===== src/shared/digitizer_i2c_pkg.sv =====
// Constants, register layout and state types of the digitizer's two-wire register port.
// Assumes one 20 MHz clock domain; the register bank sits inside the port module.
// Operation
// - Port is a two-wire slave that takes register writes and serves register reads.
// - Writes and reads use two distinct slave addresses.
// - Address bit 1 follows the address strap pin.
// - Strap low gives 0x40/0x41, strap high gives 0x42/0x43.
// - Register pointer advances by one after every data byte.
// - Read-write registers store and return data; read-only ones ignore writes.
// - Read data flows from the set subaddress; bus released on master not-ack.
// - Undefined register bits ignore writes and read as zero.
package digitizer_i2c_pkg;

  localparam int         NUM_RW          = 16;
  localparam int         NUM_RO          = 10;
  localparam logic [7:0] RO_BASE         = 8'h10;
  localparam logic [7:0] RO_END          = 8'h19;
  // Upper six bits of the slave address; bit 1 comes from the strap
  localparam logic [5:0] SLAVE_ADDR_HIGH = 6'h10;
  localparam logic       SDA_DRIVE_LOW   = 1'b0;

  // Writable bits of each read-write register
  localparam logic [NUM_RW-1:0][7:0] RW_MASK = {
    8'h3F, 8'hFF, 8'h0F, 8'hFF, 8'hFF, 8'h3F, 8'h1F, 8'h03,
    8'h07, 8'h01, 8'hFF, 8'hFF, 8'hFF, 8'hFF, 8'h0F, 8'hFF};

  // Defined bits of each read-only status register
  localparam logic [NUM_RO-1:0][7:0] RO_MASK = {
    8'h01, 8'h01, 8'hFF, 8'hFF, 8'hFF, 8'hFF, 8'h0F, 8'hFF, 8'h0F, 8'hFF};

  localparam logic [NUM_RW-1:0][7:0] RW_RESET = '0;

  typedef enum logic [2:0] {
    ST_IDLE = 3'b000,
    ST_RX   = 3'b001,
    ST_ACK  = 3'b010,
    ST_TX   = 3'b011,
    ST_MACK = 3'b100
  } link_state_type;

  typedef enum logic [1:0] {
    KIND_ADDR = 2'b00,
    KIND_SUB  = 2'b01,
    KIND_DATA = 2'b10
  } byte_kind_type;

endpackage : digitizer_i2c_pkg


===== src/rtl/i2c_register_port.sv =====
// Two-wire slave port and register bank of the video digitizer.
// Assumes SCL far slower than ref_clk; status bytes come from logic on ref_clk.
`timescale 1ns/1ps
module i2c_register_port
  import digitizer_i2c_pkg::*;
(
  input  wire logic                   ref_clk,
  input  wire logic                   reset_n,
  input  wire logic                   scl_in,
  input  wire logic                   sda_in,
  input  wire logic                   slave_addr_strap_pin,
  input  wire logic [NUM_RO*8-1:0]    status_data,
  output logic                        sda_out,
  output logic                        sda_oe,
  output logic      [NUM_RW*8-1:0]    reg_data
);

  typedef struct packed {
    link_state_type         state;
    byte_kind_type          kind;
    logic [2:0]             bit_cnt;
    logic [7:0]             shreg;
    logic [7:0]             ptr;
    logic                   done;
    logic                   rd_mode;
    logic                   mack_ok;
    logic                   scl_q;
    logic                   sda_q;
    logic                   sda_oe;
    logic [NUM_RW-1:0][7:0] regs;
  } port_state_type;

  port_state_type         state_ff;
  port_state_type         nxt_state;
  logic [1:0]             rst_sync_ff;
  logic                   rst_n;
  logic [2:0]             pins;
  logic                   scl;
  logic                   sda;
  logic                   strap;
  logic                   scl_rise;
  logic                   scl_fall;
  logic                   start_seen;
  logic                   stop_seen;
  logic [NUM_RO-1:0][7:0] status_bytes;
  logic [7:0]             next_byte;

  always_ff @(posedge ref_clk or negedge reset_n) begin
    if (!reset_n) begin
      rst_sync_ff <= 2'b00;
    end else begin
      rst_sync_ff <= {rst_sync_ff[0], 1'b1};
    end
  end
  assign rst_n = rst_sync_ff[1];

  pin_sync #(
    .WIDTH (3)
  ) u_pin_sync (
    .ref_clk (ref_clk),
    .rst_n   (rst_n),
    .pin_in  ({scl_in, sda_in, slave_addr_strap_pin}),
    .pin_out (pins)
  );

  assign scl          = pins[2];
  assign sda          = pins[1];
  assign strap        = pins[0];
  assign status_bytes = status_data;
  assign scl_rise     = scl & ~state_ff.scl_q;
  assign scl_fall     = ~scl & state_ff.scl_q;
  assign start_seen   = scl & state_ff.scl_q & state_ff.sda_q & ~sda;
  assign stop_seen    = scl & state_ff.scl_q & ~state_ff.sda_q & sda;

  // Byte served at a subaddress; holes and undefined bits give zero
  function automatic logic [7:0] read_byte(input logic [7:0] addr,
                                           input logic [NUM_RW-1:0][7:0] regs,
                                           input logic [NUM_RO-1:0][7:0] stat);
    logic [7:0] ro_idx;
    ro_idx = addr - RO_BASE;
    if (addr < RO_BASE) begin
      read_byte = regs[addr[3:0]] & RW_MASK[addr[3:0]];
    end else if (addr <= RO_END) begin
      read_byte = stat[ro_idx[3:0]] & RO_MASK[ro_idx[3:0]];
    end else begin
      read_byte = 8'h00;
    end
  endfunction : read_byte

  // One decode feeds both load points; MSB picked by index, not by shift
  assign next_byte = read_byte(state_ff.ptr, state_ff.regs, status_bytes);

  always_comb begin
    nxt_state       = state_ff;
    nxt_state.scl_q = scl;
    nxt_state.sda_q = sda;
    if (stop_seen) begin
      nxt_state.state  = ST_IDLE;
      nxt_state.sda_oe = 1'b0;
    end else if (start_seen) begin
      // Repeated START restarts address reception
      nxt_state.state   = ST_RX;
      nxt_state.kind    = KIND_ADDR;
      nxt_state.bit_cnt = 3'h0;
      nxt_state.done    = 1'b0;
      nxt_state.rd_mode = 1'b0;
      nxt_state.sda_oe  = 1'b0;
    end else begin
      unique case (state_ff.state)
        ST_IDLE: begin
          nxt_state.sda_oe = 1'b0;
        end
        ST_RX: begin
          if (scl_rise) begin
            nxt_state.shreg   = {state_ff.shreg[6:0], sda};
            nxt_state.bit_cnt = state_ff.bit_cnt + 3'h1;
            nxt_state.done    = (state_ff.bit_cnt == 3'h7);
          end else if (scl_fall && state_ff.done) begin
            nxt_state.done  = 1'b0;
            nxt_state.state = ST_ACK;
            nxt_state.sda_oe = 1'b1;
            unique case (state_ff.kind)
              KIND_ADDR: begin
                if (state_ff.shreg[7:1] == {SLAVE_ADDR_HIGH, strap}) begin
                  nxt_state.rd_mode = state_ff.shreg[0];
                  nxt_state.kind    = KIND_SUB;
                end else begin
                  nxt_state.state  = ST_IDLE;
                  nxt_state.sda_oe = 1'b0;
                end
              end
              KIND_SUB: begin
                nxt_state.ptr  = state_ff.shreg;
                nxt_state.kind = KIND_DATA;
              end
              default: begin
                if (state_ff.ptr < RO_BASE) begin
                  nxt_state.regs[state_ff.ptr[3:0]] = state_ff.shreg & RW_MASK[state_ff.ptr[3:0]];
                end
                nxt_state.ptr = state_ff.ptr + 8'h01;
              end
            endcase
          end
        end
        ST_ACK: begin
          if (scl_fall) begin
            nxt_state.bit_cnt = 3'h0;
            if (state_ff.rd_mode) begin
              nxt_state.state  = ST_TX;
              nxt_state.shreg  = next_byte;
              nxt_state.sda_oe = ~next_byte[7];
              nxt_state.ptr    = state_ff.ptr + 8'h01;
            end else begin
              nxt_state.state  = ST_RX;
              nxt_state.sda_oe = 1'b0;
            end
          end
        end
        ST_TX: begin
          if (scl_fall) begin
            if (state_ff.bit_cnt == 3'h7) begin
              nxt_state.state  = ST_MACK;
              nxt_state.sda_oe = 1'b0;
            end else begin
              nxt_state.shreg   = {state_ff.shreg[6:0], 1'b0};
              nxt_state.sda_oe  = ~state_ff.shreg[6];
              nxt_state.bit_cnt = state_ff.bit_cnt + 3'h1;
            end
          end
        end
        ST_MACK: begin
          if (scl_rise) begin
            nxt_state.mack_ok = ~sda;
          end else if (scl_fall) begin
            nxt_state.bit_cnt = 3'h0;
            if (state_ff.mack_ok) begin
              nxt_state.state  = ST_TX;
              nxt_state.shreg  = next_byte;
              nxt_state.sda_oe = ~next_byte[7];
              nxt_state.ptr    = state_ff.ptr + 8'h01;
            end else begin
              nxt_state.state  = ST_IDLE;
              nxt_state.sda_oe = 1'b0;
            end
          end
        end
        default: begin
          nxt_state.state  = ST_IDLE;
          nxt_state.sda_oe = 1'b0;
        end
      endcase
    end
  end

  always_ff @(posedge ref_clk or negedge rst_n) begin
    if (!rst_n) begin
      state_ff         <= '0;
      state_ff.state   <= ST_IDLE;
      state_ff.kind    <= KIND_ADDR;
      state_ff.scl_q   <= 1'b1;
      state_ff.sda_q   <= 1'b1;
      state_ff.regs    <= RW_RESET;
    end else begin
      state_ff <= nxt_state;
    end
  end

  // Open drain: only ever pulls low
  assign sda_out  = SDA_DRIVE_LOW;
  assign sda_oe   = state_ff.sda_oe;
  assign reg_data = state_ff.regs;

endmodule : i2c_register_port


===== src/rtl/pin_sync.sv =====
// Two-stage synchroniser for a group of asynchronous pin levels.
// Assumes the inputs are plain levels; only the second stage may be read.
`timescale 1ns/1ps
module pin_sync #(
  parameter int WIDTH = 3
) (
  input  wire logic             ref_clk,
  input  wire logic             rst_n,
  input  wire logic [WIDTH-1:0] pin_in,
  output logic      [WIDTH-1:0] pin_out
);

  typedef struct packed {
    logic [WIDTH-1:0] stage1;
    logic [WIDTH-1:0] stage2;
  } sync_state_type;

  sync_state_type state_ff;
  sync_state_type nxt_state;

  always_comb begin
    nxt_state.stage1 = pin_in;
    nxt_state.stage2 = state_ff.stage1;
  end

  // Idle bus levels are high, so reset to high
  always_ff @(posedge ref_clk or negedge rst_n) begin
    if (!rst_n) begin
      state_ff <= '1;
    end else begin
      state_ff <= nxt_state;
    end
  end

  assign pin_out = state_ff.stage2;

endmodule : pin_sync


===== config.mk =====
export PLATFORM = sky130hd
export DESIGN_NAME = i2c_register_port
export DESIGN_NICKNAME = d
export VERILOG_FILES = /design/src/shared/digitizer_i2c_pkg.sv /design/src/rtl/i2c_register_port.sv /design/src/rtl/pin_sync.sv
export SDC_FILE = /design/constraint.sdc
export NUM_CORES = 1
export LEC_CHECK = 0
export BUFFER_PORTS_ARGS = -buffer_cell sky130_fd_sc_hd__buf_2
export CAP_MARGIN = 20
export CORE_MARGIN = 4
export CORE_UTILIZATION = 50
export DETAILED_ROUTE_END_ITERATION = 7
export PLACE_DENSITY = 0.75
export REMOVE_ABC_BUFFERS = 1
export SETUP_SLACK_MARGIN = 0.02
export SYNTH_ARGS = -nofsm -noshare
export SYNTH_HDL_FRONTEND = slang
export SYNTH_HIERARCHICAL = 1
export SYNTH_SLANG_ARGS = --single-unit

===== constraint.sdc =====
create_clock -name ref_clk -period 6.4 [get_ports ref_clk]
set_input_delay 0.64 -clock ref_clk [delete_from_list [all_inputs] [get_ports ref_clk]]
set_output_delay 0.64 -clock ref_clk [all_outputs]
set_load 0.1 [all_outputs]

==> results of run 1 <==
-- metal layers --
metal	vias to the layer above	global-route usage [%]	routed length, um
li1	3270	-	-
met1	3550	32.3	10500
met2	385	36.9	12000
met3	54	7.71	2630
met4	8	9.18	807
met5	-	0	42
-- critical path, stage by stage, from the launching register on --
cell and delay, ns:
sky130_fd_sc_hd__dfrtp_4 0.88, sky130_fd_sc_hd__ha_1 0.58, sky130_fd_sc_hd__inv_1 0.17, sky130_fd_sc_hd__mux4_2 0.53, sky130_fd_sc_hd__nand2_1 0.65, sky130_fd_sc_hd__o21ai_0 0.21
-- kinds of logic (layout without fill, tap and decap cells) --
family / Yosys count / in the layout
simple gates: 259 / 259
compound gates: 214 / 214
buf+inv: 211 / 252
flops: 166 / 166
mux: 81 / 81
fa+ha+maj: 6 / 6
xor+xnor: 4 / 4
other cells: 2 / 5
-- cell type report --
| cell class | count | share of cell area [%] |
|---|---|---|
| Sequential cell | 166 | 40.2 |
| Clock buffer | 20 | 4.40 |
| Inverter | 16 | 0.579 |
| Tap cell | 260 | 3.14 |
| Clock inverter | 11 | 1.68 |
| Multi-Input combinational cell | 566 | 39.7 |
| Antenna cell | 3 | 0.0724 |
| Timing Repair Buffer | 205 | 10.2 |
-- how the worst max path moves through the flow --
stage | start | to | slack, ns | cells after the start
4_1_cts | state_ff[134]$_DFFE_PN0P_ | register | 3.20 | 5
3_3_place_gp | state_ff[134]$_DFFE_PN0P_ | register | 3.26 | 5
6_report | state_ff[134]$_DFFE_PN0P_ | register | 3.21 | 5
3_5_place_dp | state_ff[134]$_DFFE_PN0P_ | register | 3.21 | 5
5_1_grt | state_ff[134]$_DFFE_PN0P_ | register | 3.01 | 5
2_1_floorplan | rst_sync_ff[1]$_DFF_PN0_ | asynchronous set/reset pin | 1.45 | 0
-- power by group through the flow --
stage               clock (mW)  sequential, mW  combinational (mW)
floorplan                    0            1.36               0.836
global placement             0            1.34                1.32
detailed placement           0            1.35                1.33
CTS                       1.10            1.33                1.33
global route              1.15            1.34                1.46
finish                    1.09            1.33                1.36
-- cell usage in the layout (no fill, tap or decap), types with 7 or more instances in the layout --
cell / n
sky130_fd_sc_hd__a21oi_1: 24
sky130_fd_sc_hd__and2_1: 14
sky130_fd_sc_hd__buf_2: 191
sky130_fd_sc_hd__buf_4: 13
sky130_fd_sc_hd__clkbuf_16: 17
sky130_fd_sc_hd__dfrtp_1: 155
sky130_fd_sc_hd__dfstp_2: 8
sky130_fd_sc_hd__inv_1: 16
sky130_fd_sc_hd__mux2_2: 29
sky130_fd_sc_hd__mux2i_1: 14
sky130_fd_sc_hd__mux4_2: 36
sky130_fd_sc_hd__nand2_1: 133
sky130_fd_sc_hd__nand2b_1: 7
sky130_fd_sc_hd__nand3_1: 18
sky130_fd_sc_hd__nand3_4: 10
sky130_fd_sc_hd__nor2_1: 25
sky130_fd_sc_hd__nor2b_1: 13
sky130_fd_sc_hd__o211ai_1: 8
sky130_fd_sc_hd__o21ai_0: 97
sky130_fd_sc_hd__o21ai_1: 13
sky130_fd_sc_hd__o21ai_2: 16
sky130_fd_sc_hd__o31ai_1: 7
-- metrics by stage --
step / area, sq um / std cells / total power [mW]
CTS: 10400 / 1243 / 3.76
finish: 10400 / 1247 / 3.78
global route: 10400 / 1247 / 3.95
global placement: 9720 / 1211 / 2.66
detailed placement: 9720 / 1211 / 2.67
floorplan: 8340 / 748 / 2.19
==> impl_metrics.json, run 1 <==
{
  "ys_ff_latch": 166,
  "multi_input_comb_area_sq_um": 4120,
  "num-fill-cells": 1590,
  "detail_route.drc_violations": 0,
  "detailroute.via_count": 7267,
  "place.gp.congestion": 0.907,
  "seqPwrFrac_pct": 35.1,
  "root_buffer": "sky130_fd_sc_hd__clkbuf_16",
  "cts-buffers-inserted": 17,
  "synth_commonest_cells": "sky130_fd_sc_hd__dfrtp_1 (158), sky130_fd_sc_hd__nand2_1 (133), sky130_fd_sc_hd__buf_4 (130), sky130_fd_sc_hd__o21ai_0 (97), sky130_fd_sc_hd__mux4_2 (36)",
  "overflow": 0,
  "post_route_cells_drive_above_1_share_pct": 35.1,
  "sequential_cell_area_sq_um": 4170,
  "power_switching_mw": 1.49,
  "die_h_um": 147,
  "synth-adder-area-share_pct": 0.777,
  "synth_top_flop_cell": "sky130_fd_sc_hd__dfrtp_1",
  "comb_power_share_pct": 36.0,
  "transition_time_at_the_pin_with_the_least_slew_margin_ns": 0.919,
  "critPathMaxFanout": 43,
  "drv_slew": 0,
  "critical_path.startpoint_type": "register",
  "finish.net_count": 1063,
  "post_layout_utilization_of_the_core_pct": 55.1,
  "ctsHtreeMaxLevel": 4,
  "grt_max_degree": 74,
  "period_share_pct": 49.9,
  "first_pass_iters": 5,
  "synth_enable_flop_cells": 0,
  "synth_area_per_cell_sq_um": 10.2,
  "starting_utilization_of_the_core_area_pct": 51.3,
  "power.share.switching_pct": 39.4,
  "most_frequently_used_cell_type_in_the_post_synthesis_netlist": "sky130_fd_sc_hd__dfrtp_1",
  "worst_ir_drop_vdd_uv": 227,
  "maxCapViolCount": 0,
  "critPathArrivalTime_ns": 3.46,
  "iteration_0_drc_markers": 748,
  "clk_path_buf_depth": 2,
  "cts.sink_count": 166,
  "antenna_found_initial": 8,
  "yosys-mux-area-fraction_pct": 13.5,
  "static-leakage-power_nw": 4.57,
  "power_density_nw_per_um2": 364,
  "core_ar_sq_um": 18800,
  "cts_setup_buffers": 0,
  "first_pass_grt_wire_length_mm": 40.3,
  "min-delay-path-class": "reg -> async",
  "clock_latency_ns": 0.43,
  "grt_util_all_layers_pct": 24.1,
  "routedWlPerCell_um": 20.9,
  "tritoncts": "yes",
  "worst-r2r-cell-count": 5,
  "clk_pin_slew_worst_paths_ns": 0.06,
  "synth.cell_area_sq_um": 9670,
  "drt-vias-per-instance": 5.83,
  "netlist_instances": 943,
  "total_i_o_pin_count": 215,
  "final_antenna_net_count": 0,
  "worstReg2RegStart": "state_ff[134]$_DFFE_PN0P_",
  "layout-area-overhead-vs-synth_pct": 7.35,
  "via_count_of_the_first_global_routing_pass": 6997,
  "rsz0062_at_grt": "no",
  "setup_viol": 0,
  "power.share.clock_pct": 28.9,
  "synth_seq_area_share_pct": 43.1,
  "setup_ws_ns": 3.21,
  "timing.slew.headroom_pct": 38.7,
  "yosys.area_share.xor_xnor_pct": 0.362,
  "dieWidth_um": 147,
  "run_status": "complete, no violations",
  "synth_area_leaders": "sky130_fd_sc_hd__dfrtp_1 (41%), sky130_fd_sc_hd__buf_4 (10%), sky130_fd_sc_hd__mux4_2 (8.4%)",
  "worstPathRequired_ns": 6.67,
  "finClkSkew_ns": 0.00846,
  "cts.hold.buffers_added": 1,
  "fin_crit_ns": 3.19,
  "yosys.area.top_type_share_pct": 40.9,
  "final.setup.tns_ns": 0,
  "compound_gate_fraction_of_synth_area_pct": 13.8,
  "rrSetupSlack_ns": 3.21,
  "place.detailed.hpwl_mm": 18.5,
  "post_synthesis_simple_gate_area_fraction_pct": 14.1,
  "postRouteWirelength_mm": 26.1,
  "timing_hold_violations_final": 0,
  "internal_power_mw": 2.29,
  "critical_path.endpoint_type": "register",
  "ys_types": 71,
  "preCtsSetupSlack_ns": 3.21,
  "synth_top_family_by_area": "buffers and inverters",
  "criticalPathCategory": "reg -> reg",
  "post_cts.resized_instances": 0,
  "design.die.area_sq_um": 21600,
  "yosysWarnings": 6,
  "num_rows": 50,
  "fmaxAchievable_ghz": 0.313,
  "fin_hold_ws_ns": 0.216,
  "place.port_buffers": 191,
  "ys_async_sr_fraction_pct": 100,
  "synth_top_cell_by_area": "sky130_fd_sc_hd__dfrtp_1"
}
Power figures use the tool's default switching activity.
==> inputs of run 2 (changes only) <==
--- a/config.mk
+++ b/config.mk
@@ -10,7 +10,7 @@
 export CORE_MARGIN = 4
 export CORE_UTILIZATION = 50
 export DETAILED_ROUTE_END_ITERATION = 7
-export PLACE_DENSITY = 0.75
+export PLACE_DENSITY = 0.77
 export REMOVE_ABC_BUFFERS = 1
 export SETUP_SLACK_MARGIN = 0.02
 export SYNTH_ARGS = -nofsm -noshare
==> constraint.sdc (replaced) <==
create_clock -name ref_clk -period 2.9 [get_ports ref_clk]
set_input_delay 0.29 -clock ref_clk [delete_from_list [all_inputs] [get_ports ref_clk]]
set_output_delay 0.29 -clock ref_clk [all_outputs]
set_load 0.1 [all_outputs]
==> run 2 against run 1 <==
  * Critical path depth increased by 2
  * Setup slack worse by 2.9 ns
  * Clock-buffer cell count decreased by 2
  * Fmax up 24%
  * First-iteration DRC count up 3.1%
  * Worst hold slack got worse by 0.049 ns
  * Clock power grew 120%
  * Flip-flop and latch count stayed put
  * Final area increased by 2.6%
==> impl_metrics.json, run 2 (same netlist as run 1, synthesis figures left out) <==
{
  "crit_path_max_incr_delay_ns": 0.49,
  "run_status": "complete, no violations",
  "ctsHtreeMaxLevel": 4,
  "critical_path.endpoint_type": "register",
  "final_antenna_net_count": 0,
  "mostFrequentLayoutCells": "sky130_fd_sc_hd__buf_2 (191), sky130_fd_sc_hd__dfrtp_1 (155), sky130_fd_sc_hd__nand2_1 (133)",
  "period_share_pct": 88.8,
  "fin_crit_ns": 2.58,
  "worst_ir_drop_vdd_uv": 520,
  "crit_path_start": "state_ff[150]$_DFFE_PN0P_",
  "timing.slew.headroom_pct": 36.7,
  "timing_hold_violations_final": 0,
  "critPathMaxFanout": 4,
  "tritoncts": "yes",
  "worst-r2r-cell-count": 7,
  "cts-buffers-inserted": 17,
  "setup_viol": 0,
  "cp_common_cell": "sky130_fd_sc_hd__ha_1",
  "finClkSkew_ns": 0.00772,
  "crit_chain": "ha_1 > ha_1 > or4bb_1 > a21oi_1 > nor2_1 > o22ai_1 > mux2_2",
  "finish.net_count": 1095,
  "num_rows": 50,
  "antenna_found_initial": 0,
  "via_count_of_the_first_global_routing_pass": 7468,
  "rrSetupSlack_ns": 0.32,
  "clk_path_buf_depth": 2,
  "drv_slew": 0,
  "grt_util_all_layers_pct": 25.4,
  "fin_hold_ws_ns": 0.167,
  "maxCapViolCount": 0,
  "clock_latency_ns": 0.44,
  "place.port_buffers": 191,
  "starting_utilization_of_the_core_area_pct": 51.3,
  "critPathArrivalTime_ns": 2.90,
  "worstReg2RegStart": "state_ff[150]$_DFFE_PN0P_",
  "first_pass_grt_wire_length_mm": 42.8,
  "root_buffer": "sky130_fd_sc_hd__clkbuf_16",
  "layout_commonest_cell": "sky130_fd_sc_hd__buf_2",
  "drt-vias-per-instance": 5.89,
  "criticalPathCategory": "reg -> reg",
  "static-leakage-power_nw": 4.75,
  "postRouteWirelength_mm": 27.5,
  "first_pass_iters": 6,
  "detail_route.drc_violations": 0,
  "critical_path.slowest_cell": "sky130_fd_sc_hd__or4bb_1",
  "die_h_um": 147,
  "min-delay-path-class": "in -> async",
  "detailroute.via_count": 7520,
  "critical_path.reg2reg.endpoint": "state_ff[150]$_DFFE_PN0P_",
  "power_density_nw_per_um2": 819,
  "critical_path.endpoint": "state_ff[150]$_DFFE_PN0P_",
  "core_ar_sq_um": 18800,
  "place.gp.congestion": 0.959,
  "layout-area-overhead-vs-synth_pct": 10.2,
  "design.die.area_sq_um": 21600,
  "place.detailed.hpwl_mm": 19.6,
  "post_route_cells_drive_above_1_share_pct": 37.0,
  "total_i_o_pin_count": 215,
  "critical_path.startpoint_type": "register",
  "overflow": 0,
  "post_layout_utilization_of_the_core_pct": 56.6,
  "routedWlPerCell_um": 21.5,
  "transition_time_at_the_pin_with_the_least_slew_margin_ns": 0.949,
  "rsz0062_at_grt": "no",
  "worstPathRequired_ns": 3.22,
  "clk_pin_slew_worst_paths_ns": 0.07,
  "grt_max_degree": 74,
  "n_antenna_cell": 0,
  "iteration_0_drc_markers": 771,
  "fmaxAchievable_ghz": 0.388,
  "dieWidth_um": 147,
  "cts.sink_count": 166
}
==> run 2: cell count changes in the layout (fill, tap and decap cells not counted) <==
cell	before	now
sky130_fd_sc_hd__clkinvlp_4	3	1
sky130_fd_sc_hd__clkbuf_8	2	1
sky130_fd_sc_hd__inv_8	0	2
sky130_fd_sc_hd__buf_12	0	3
sky130_fd_sc_hd__diode_2	3	0
sky130_fd_sc_hd__inv_6	1	6
sky130_fd_sc_hd__buf_4	13	39
sky130_fd_sc_hd__dlygate4sd3_1	1	4
sky130_fd_sc_hd__bufinv_16	4	3
sky130_fd_sc_hd__o21ai_0	97	96
sky130_fd_sc_hd__clkinv_4	2	1
sky130_fd_sc_hd__clkbuf_1	1	0
sky130_fd_sc_hd__o21ai_1	13	14
==> run 2: timing repair <==
item	4_1_cts	5_1_grt
hold endpoints to repair	5	0
buffers inserted	0	0
resized for setup	0	0
hold buffers	4	0
==> run 2: power by group <==
part           internal [mW]  switching, mW  leakage (nW)  total [mW]
Combinational           1.30           2.14          2.72        3.44
Sequential              2.49          0.376          1.71        2.86
Clock                   1.41           1.01         0.307        2.42
Total                   5.20           3.52          4.75        8.72
==> run 2: area by class of cell <==
cell class | count | area (sq um)
Clock buffer | 18 | 439
Fill cell | 1582 | 8180
Sequential cell | 166 | 4170
Inverter | 16 | 60.1
Multi-Input combinational cell | 566 | 4120
Timing Repair Buffer | 237 | 1350
Clock inverter | 14 | 186
Tap cell | 260 | 325
==> run 2: worst min-delay path by stage <==
| stage | from | end | cells past startpoint |
|---|---|---|---|
| global placement | reset_n | rst_sync_ff[0]$_DFF_PN0_ | 1 |
| detailed placement | reset_n | rst_sync_ff[0]$_DFF_PN0_ | 1 |
| CTS | reset_n | rst_sync_ff[1]$_DFF_PN0_ | 2 |
| floorplan | reset_n | rst_sync_ff[0]$_DFF_PN0_ | 0 |
| global route | reset_n | rst_sync_ff[0]$_DFF_PN0_ | 2 |
| finish | reset_n | rst_sync_ff[1]$_DFF_PN0_ | 2 |
==> run 2: stage by stage <==
step / TNS [ns] / setup slack [ns] / cells / cell area, sq um / power, mW
finish: 0 / 0.324 / 1277 / 10600 / 8.72
global route: 0 / 0.292 / 1277 / 10600 / 9.05
CTS: 0 / 0.378 / 1276 / 10600 / 8.64
detailed placement: 0 / 0.398 / 1240 / 9980 / 6.20
global placement: 0 / 0.442 / 1240 / 9980 / 6.15
floorplan: -413.47 / -2.05 / 748 / 8340 / 4.84
==> run 2: critical path: cells and delay by family (launching register included) <==
kind | cells | cell delay, ns
flip-flops | 1 | 0.40
adder cells (fa/ha/maj) | 2 | 0.47
AO/OA/AOI/OAI | 2 | 0.63
AND/OR/NAND/NOR | 2 | 0.56
multiplexers | 1 | 0.40
==> run 2: per-layer routing <==
metal | up-vias | GRT usage [%] | part of all wire, %
met5 | - | 0 | 0
met4 | 0 | 8.99 | 3.3
met3 | 69 | 7.46 | 9.0
met2 | 418 | 39.9 | 47
met1 | 3705 | 33.8 | 41
li1 | 3328 | - | -
==> inputs of run 3 (changes only) <==
--- a/config.mk
+++ b/config.mk
@@ -10,7 +10,7 @@
 export CORE_MARGIN = 4
 export CORE_UTILIZATION = 50
 export DETAILED_ROUTE_END_ITERATION = 7
-export PLACE_DENSITY = 0.77
+export PLACE_DENSITY_LB_ADDON = 0.15
 export REMOVE_ABC_BUFFERS = 1
 export SETUP_SLACK_MARGIN = 0.02
 export SYNTH_ARGS = -nofsm -noshare
==> run 3 against run 2 <==
  * Final area grew 0.43%
  * Sequential share of layout area shrank 0.17 points
  * Non-clock buffer count grew 4
  * First-iteration DRC count shrank 20%
  * Setup slack lost 0.031 ns
  * Sequential power is essentially flat
  * Wire length shrank 0.40%
  * Clock power is essentially flat
  * Cell count grew 0.31%
  * Combinational power is essentially flat
  * Clock skew grew 0.00053 ns
  * Global-route usage grew 0.37 points
==> impl_metrics.json, run 3 (same netlist as run 1, synthesis figures left out) <==
{
  "run_status": "complete, no violations",
  "tritoncts": "yes",
  "rsz0062_at_grt": "no",
  "critPathMaxFanout": 15,
  "criticalPathCategory": "reg -> reg",
  "multi_input_comb_area_sq_um": 4120,
  "detailroute.via_count": 7309,
  "critical_path.endpoint_type": "register",
  "comb_power_share_pct": 39.3,
  "seqPwrFrac_pct": 32.8,
  "drt-vias-per-instance": 5.71,
  "mostFrequentLayoutCells": "sky130_fd_sc_hd__buf_2 (191), sky130_fd_sc_hd__dfrtp_1 (155), sky130_fd_sc_hd__nand2_1 (133)",
  "internal_power_mw": 5.22,
  "worst-r2r-cell-count": 5,
  "crit_path_start": "state_ff[141]$_DFFE_PN0P_",
  "clock_latency_ns": 0.44,
  "routedWlPerCell_um": 21.4,
  "power_mw": 8.72,
  "min-delay-path-class": "in -> async",
  "ctsHtreeMaxLevel": 4,
  "drv_slew": 0,
  "worstPathRequired_ns": 3.22,
  "cts.sink_count": 166,
  "dieWidth_um": 147,
  "cts.hold.buffers_added": 4,
  "grt_util_all_layers_pct": 25.8,
  "root_buffer": "sky130_fd_sc_hd__clkbuf_16",
  "finClkSkew_ns": 0.00826,
  "timing_hold_violations_final": 0,
  "clk_path_buf_depth": 2,
  "place.gp.congestion": 0.927,
  "power.share.clock_pct": 27.9,
  "preCtsSetupSlack_ns": 0.318,
  "first_pass_iters": 5,
  "grt_max_degree": 58,
  "post_cts.resized_instances": 0,
  "place.port_buffers": 191,
  "postRouteWirelength_mm": 27.4,
  "worst_ir_drop_vdd_uv": 515,
  "transition_time_at_the_pin_with_the_least_slew_margin_ns": 0.860,
  "total_i_o_pin_count": 215,
  "n_antenna_cell": 0,
  "layout_commonest_cell": "sky130_fd_sc_hd__buf_2",
  "clk_pin_slew_worst_paths_ns": 0.07,
  "rrSetupSlack_ns": 0.29,
  "critPathArrivalTime_ns": 2.93,
  "design.die.area_sq_um": 21600,
  "die_h_um": 147,
  "core_ar_sq_um": 18800,
  "fin_crit_ns": 2.61,
  "setup_ws_ns": 0.293,
  "num_rows": 50,
  "num-fill-cells": 1639,
  "first_pass_grt_wire_length_mm": 43.0,
  "via_count_of_the_first_global_routing_pass": 7302,
  "detail_route.drc_violations": 0,
  "antenna_found_initial": 1,
  "fmaxAchievable_ghz": 0.384,
  "critical_path.startpoint_type": "register",
  "starting_utilization_of_the_core_area_pct": 51.3,
  "final_antenna_net_count": 0,
  "post_layout_utilization_of_the_core_pct": 56.8,
  "cts_setup_buffers": 0,
  "power_density_nw_per_um2": 816,
  "timing.slew.headroom_pct": 42.5,
  "cts-buffers-inserted": 17,
  "setup_viol": 0,
  "post_route_cells_drive_above_1_share_pct": 37.1,
  "place.detailed.hpwl_mm": 20.1,
  "iteration_0_drc_markers": 616,
  "layout-area-overhead-vs-synth_pct": 10.7,
  "overflow": 0,
  "power_switching_mw": 3.50,
  "sequential_cell_area_sq_um": 4170,
  "static-leakage-power_nw": 4.77,
  "finish.net_count": 1099,
  "maxCapViolCount": 0,
  "power.share.switching_pct": 40.1,
  "worstReg2RegStart": "state_ff[141]$_DFFE_PN0P_",
  "period_share_pct": 89.9
}
run 3: cell count changes in the layout (fill, tap and decap cells not counted), sizes merged:
cell,delta
buf,+4
clkinv,+1
inv,-2
clkbuf,+1
run 3: cell type report:
class	count	share of cell area [%]
Clock buffer	19	4.14
Clock inverter	13	1.74
Inverter	16	0.562
Multi-Input combinational cell	566	38.5
Sequential cell	166	39.0
Tap cell	260	3.04
Timing Repair Buffer	241	13.0
run 3: metrics by stage:
step	area, sq um	instances	hold WS [ns]	TNS [ns]
2_1_floorplan	8340	748	-0.00559	-413.47
4_1_cts	10700	1280	0.144	0
5_1_grt	10700	1281	0.162	0
6_report	10700	1281	0.159	0
3_3_place_gp	10000	1244	0.0792	0
3_5_place_dp	10000	1244	0.0797	0
run 3: how the worst min path moves through the flow:
stage | end | slack (ns) | depth (start not counted)
after global routing | rst_sync_ff[1]$_DFF_PN0_ | 0.16 | 2
after CTS | rst_sync_ff[1]$_DFF_PN0_ | 0.14 | 2
after global placement | rst_sync_ff[0]$_DFF_PN0_ | 0.08 | 1
after detailed placement | rst_sync_ff[0]$_DFF_PN0_ | 0.08 | 1
after floorplan | rst_sync_ff[0]$_DFF_PN0_ | -0.006 | 0
final | rst_sync_ff[1]$_DFF_PN0_ | 0.16 | 2
run 3: worst max-delay path: stages (launching register included):
cell,delay (ns)
sky130_fd_sc_hd__dfrtp_1,0.42
sky130_fd_sc_hd__or4_1,0.65
sky130_fd_sc_hd__nor4_4,0.50
sky130_fd_sc_hd__buf_4,0.32
sky130_fd_sc_hd__nand3_4,0.21
sky130_fd_sc_hd__mux2_4,0.38
run 3: power by group through the flow:
stage	clock network (mW)	registers, mW	logic, mW
after floorplan	0	3.00	1.84
after global placement	0	2.90	3.35
after detailed placement	0	2.90	3.38
after CTS	2.46	2.85	3.40
after global routing	2.57	2.90	3.71
final	2.43	2.86	3.43
run 3: layer usage:
layer  routed length [um]  up-vias  part of all wire, %  GRT usage (%)
met5                   14        -                0.051              0
met4                  602        2                  2.2           7.46
met3                 2460       50                  9.0           7.93
met2                12600      338                   46           39.6
met1                11700     3573                   43           35.6
li1                     -     3346                    -              -
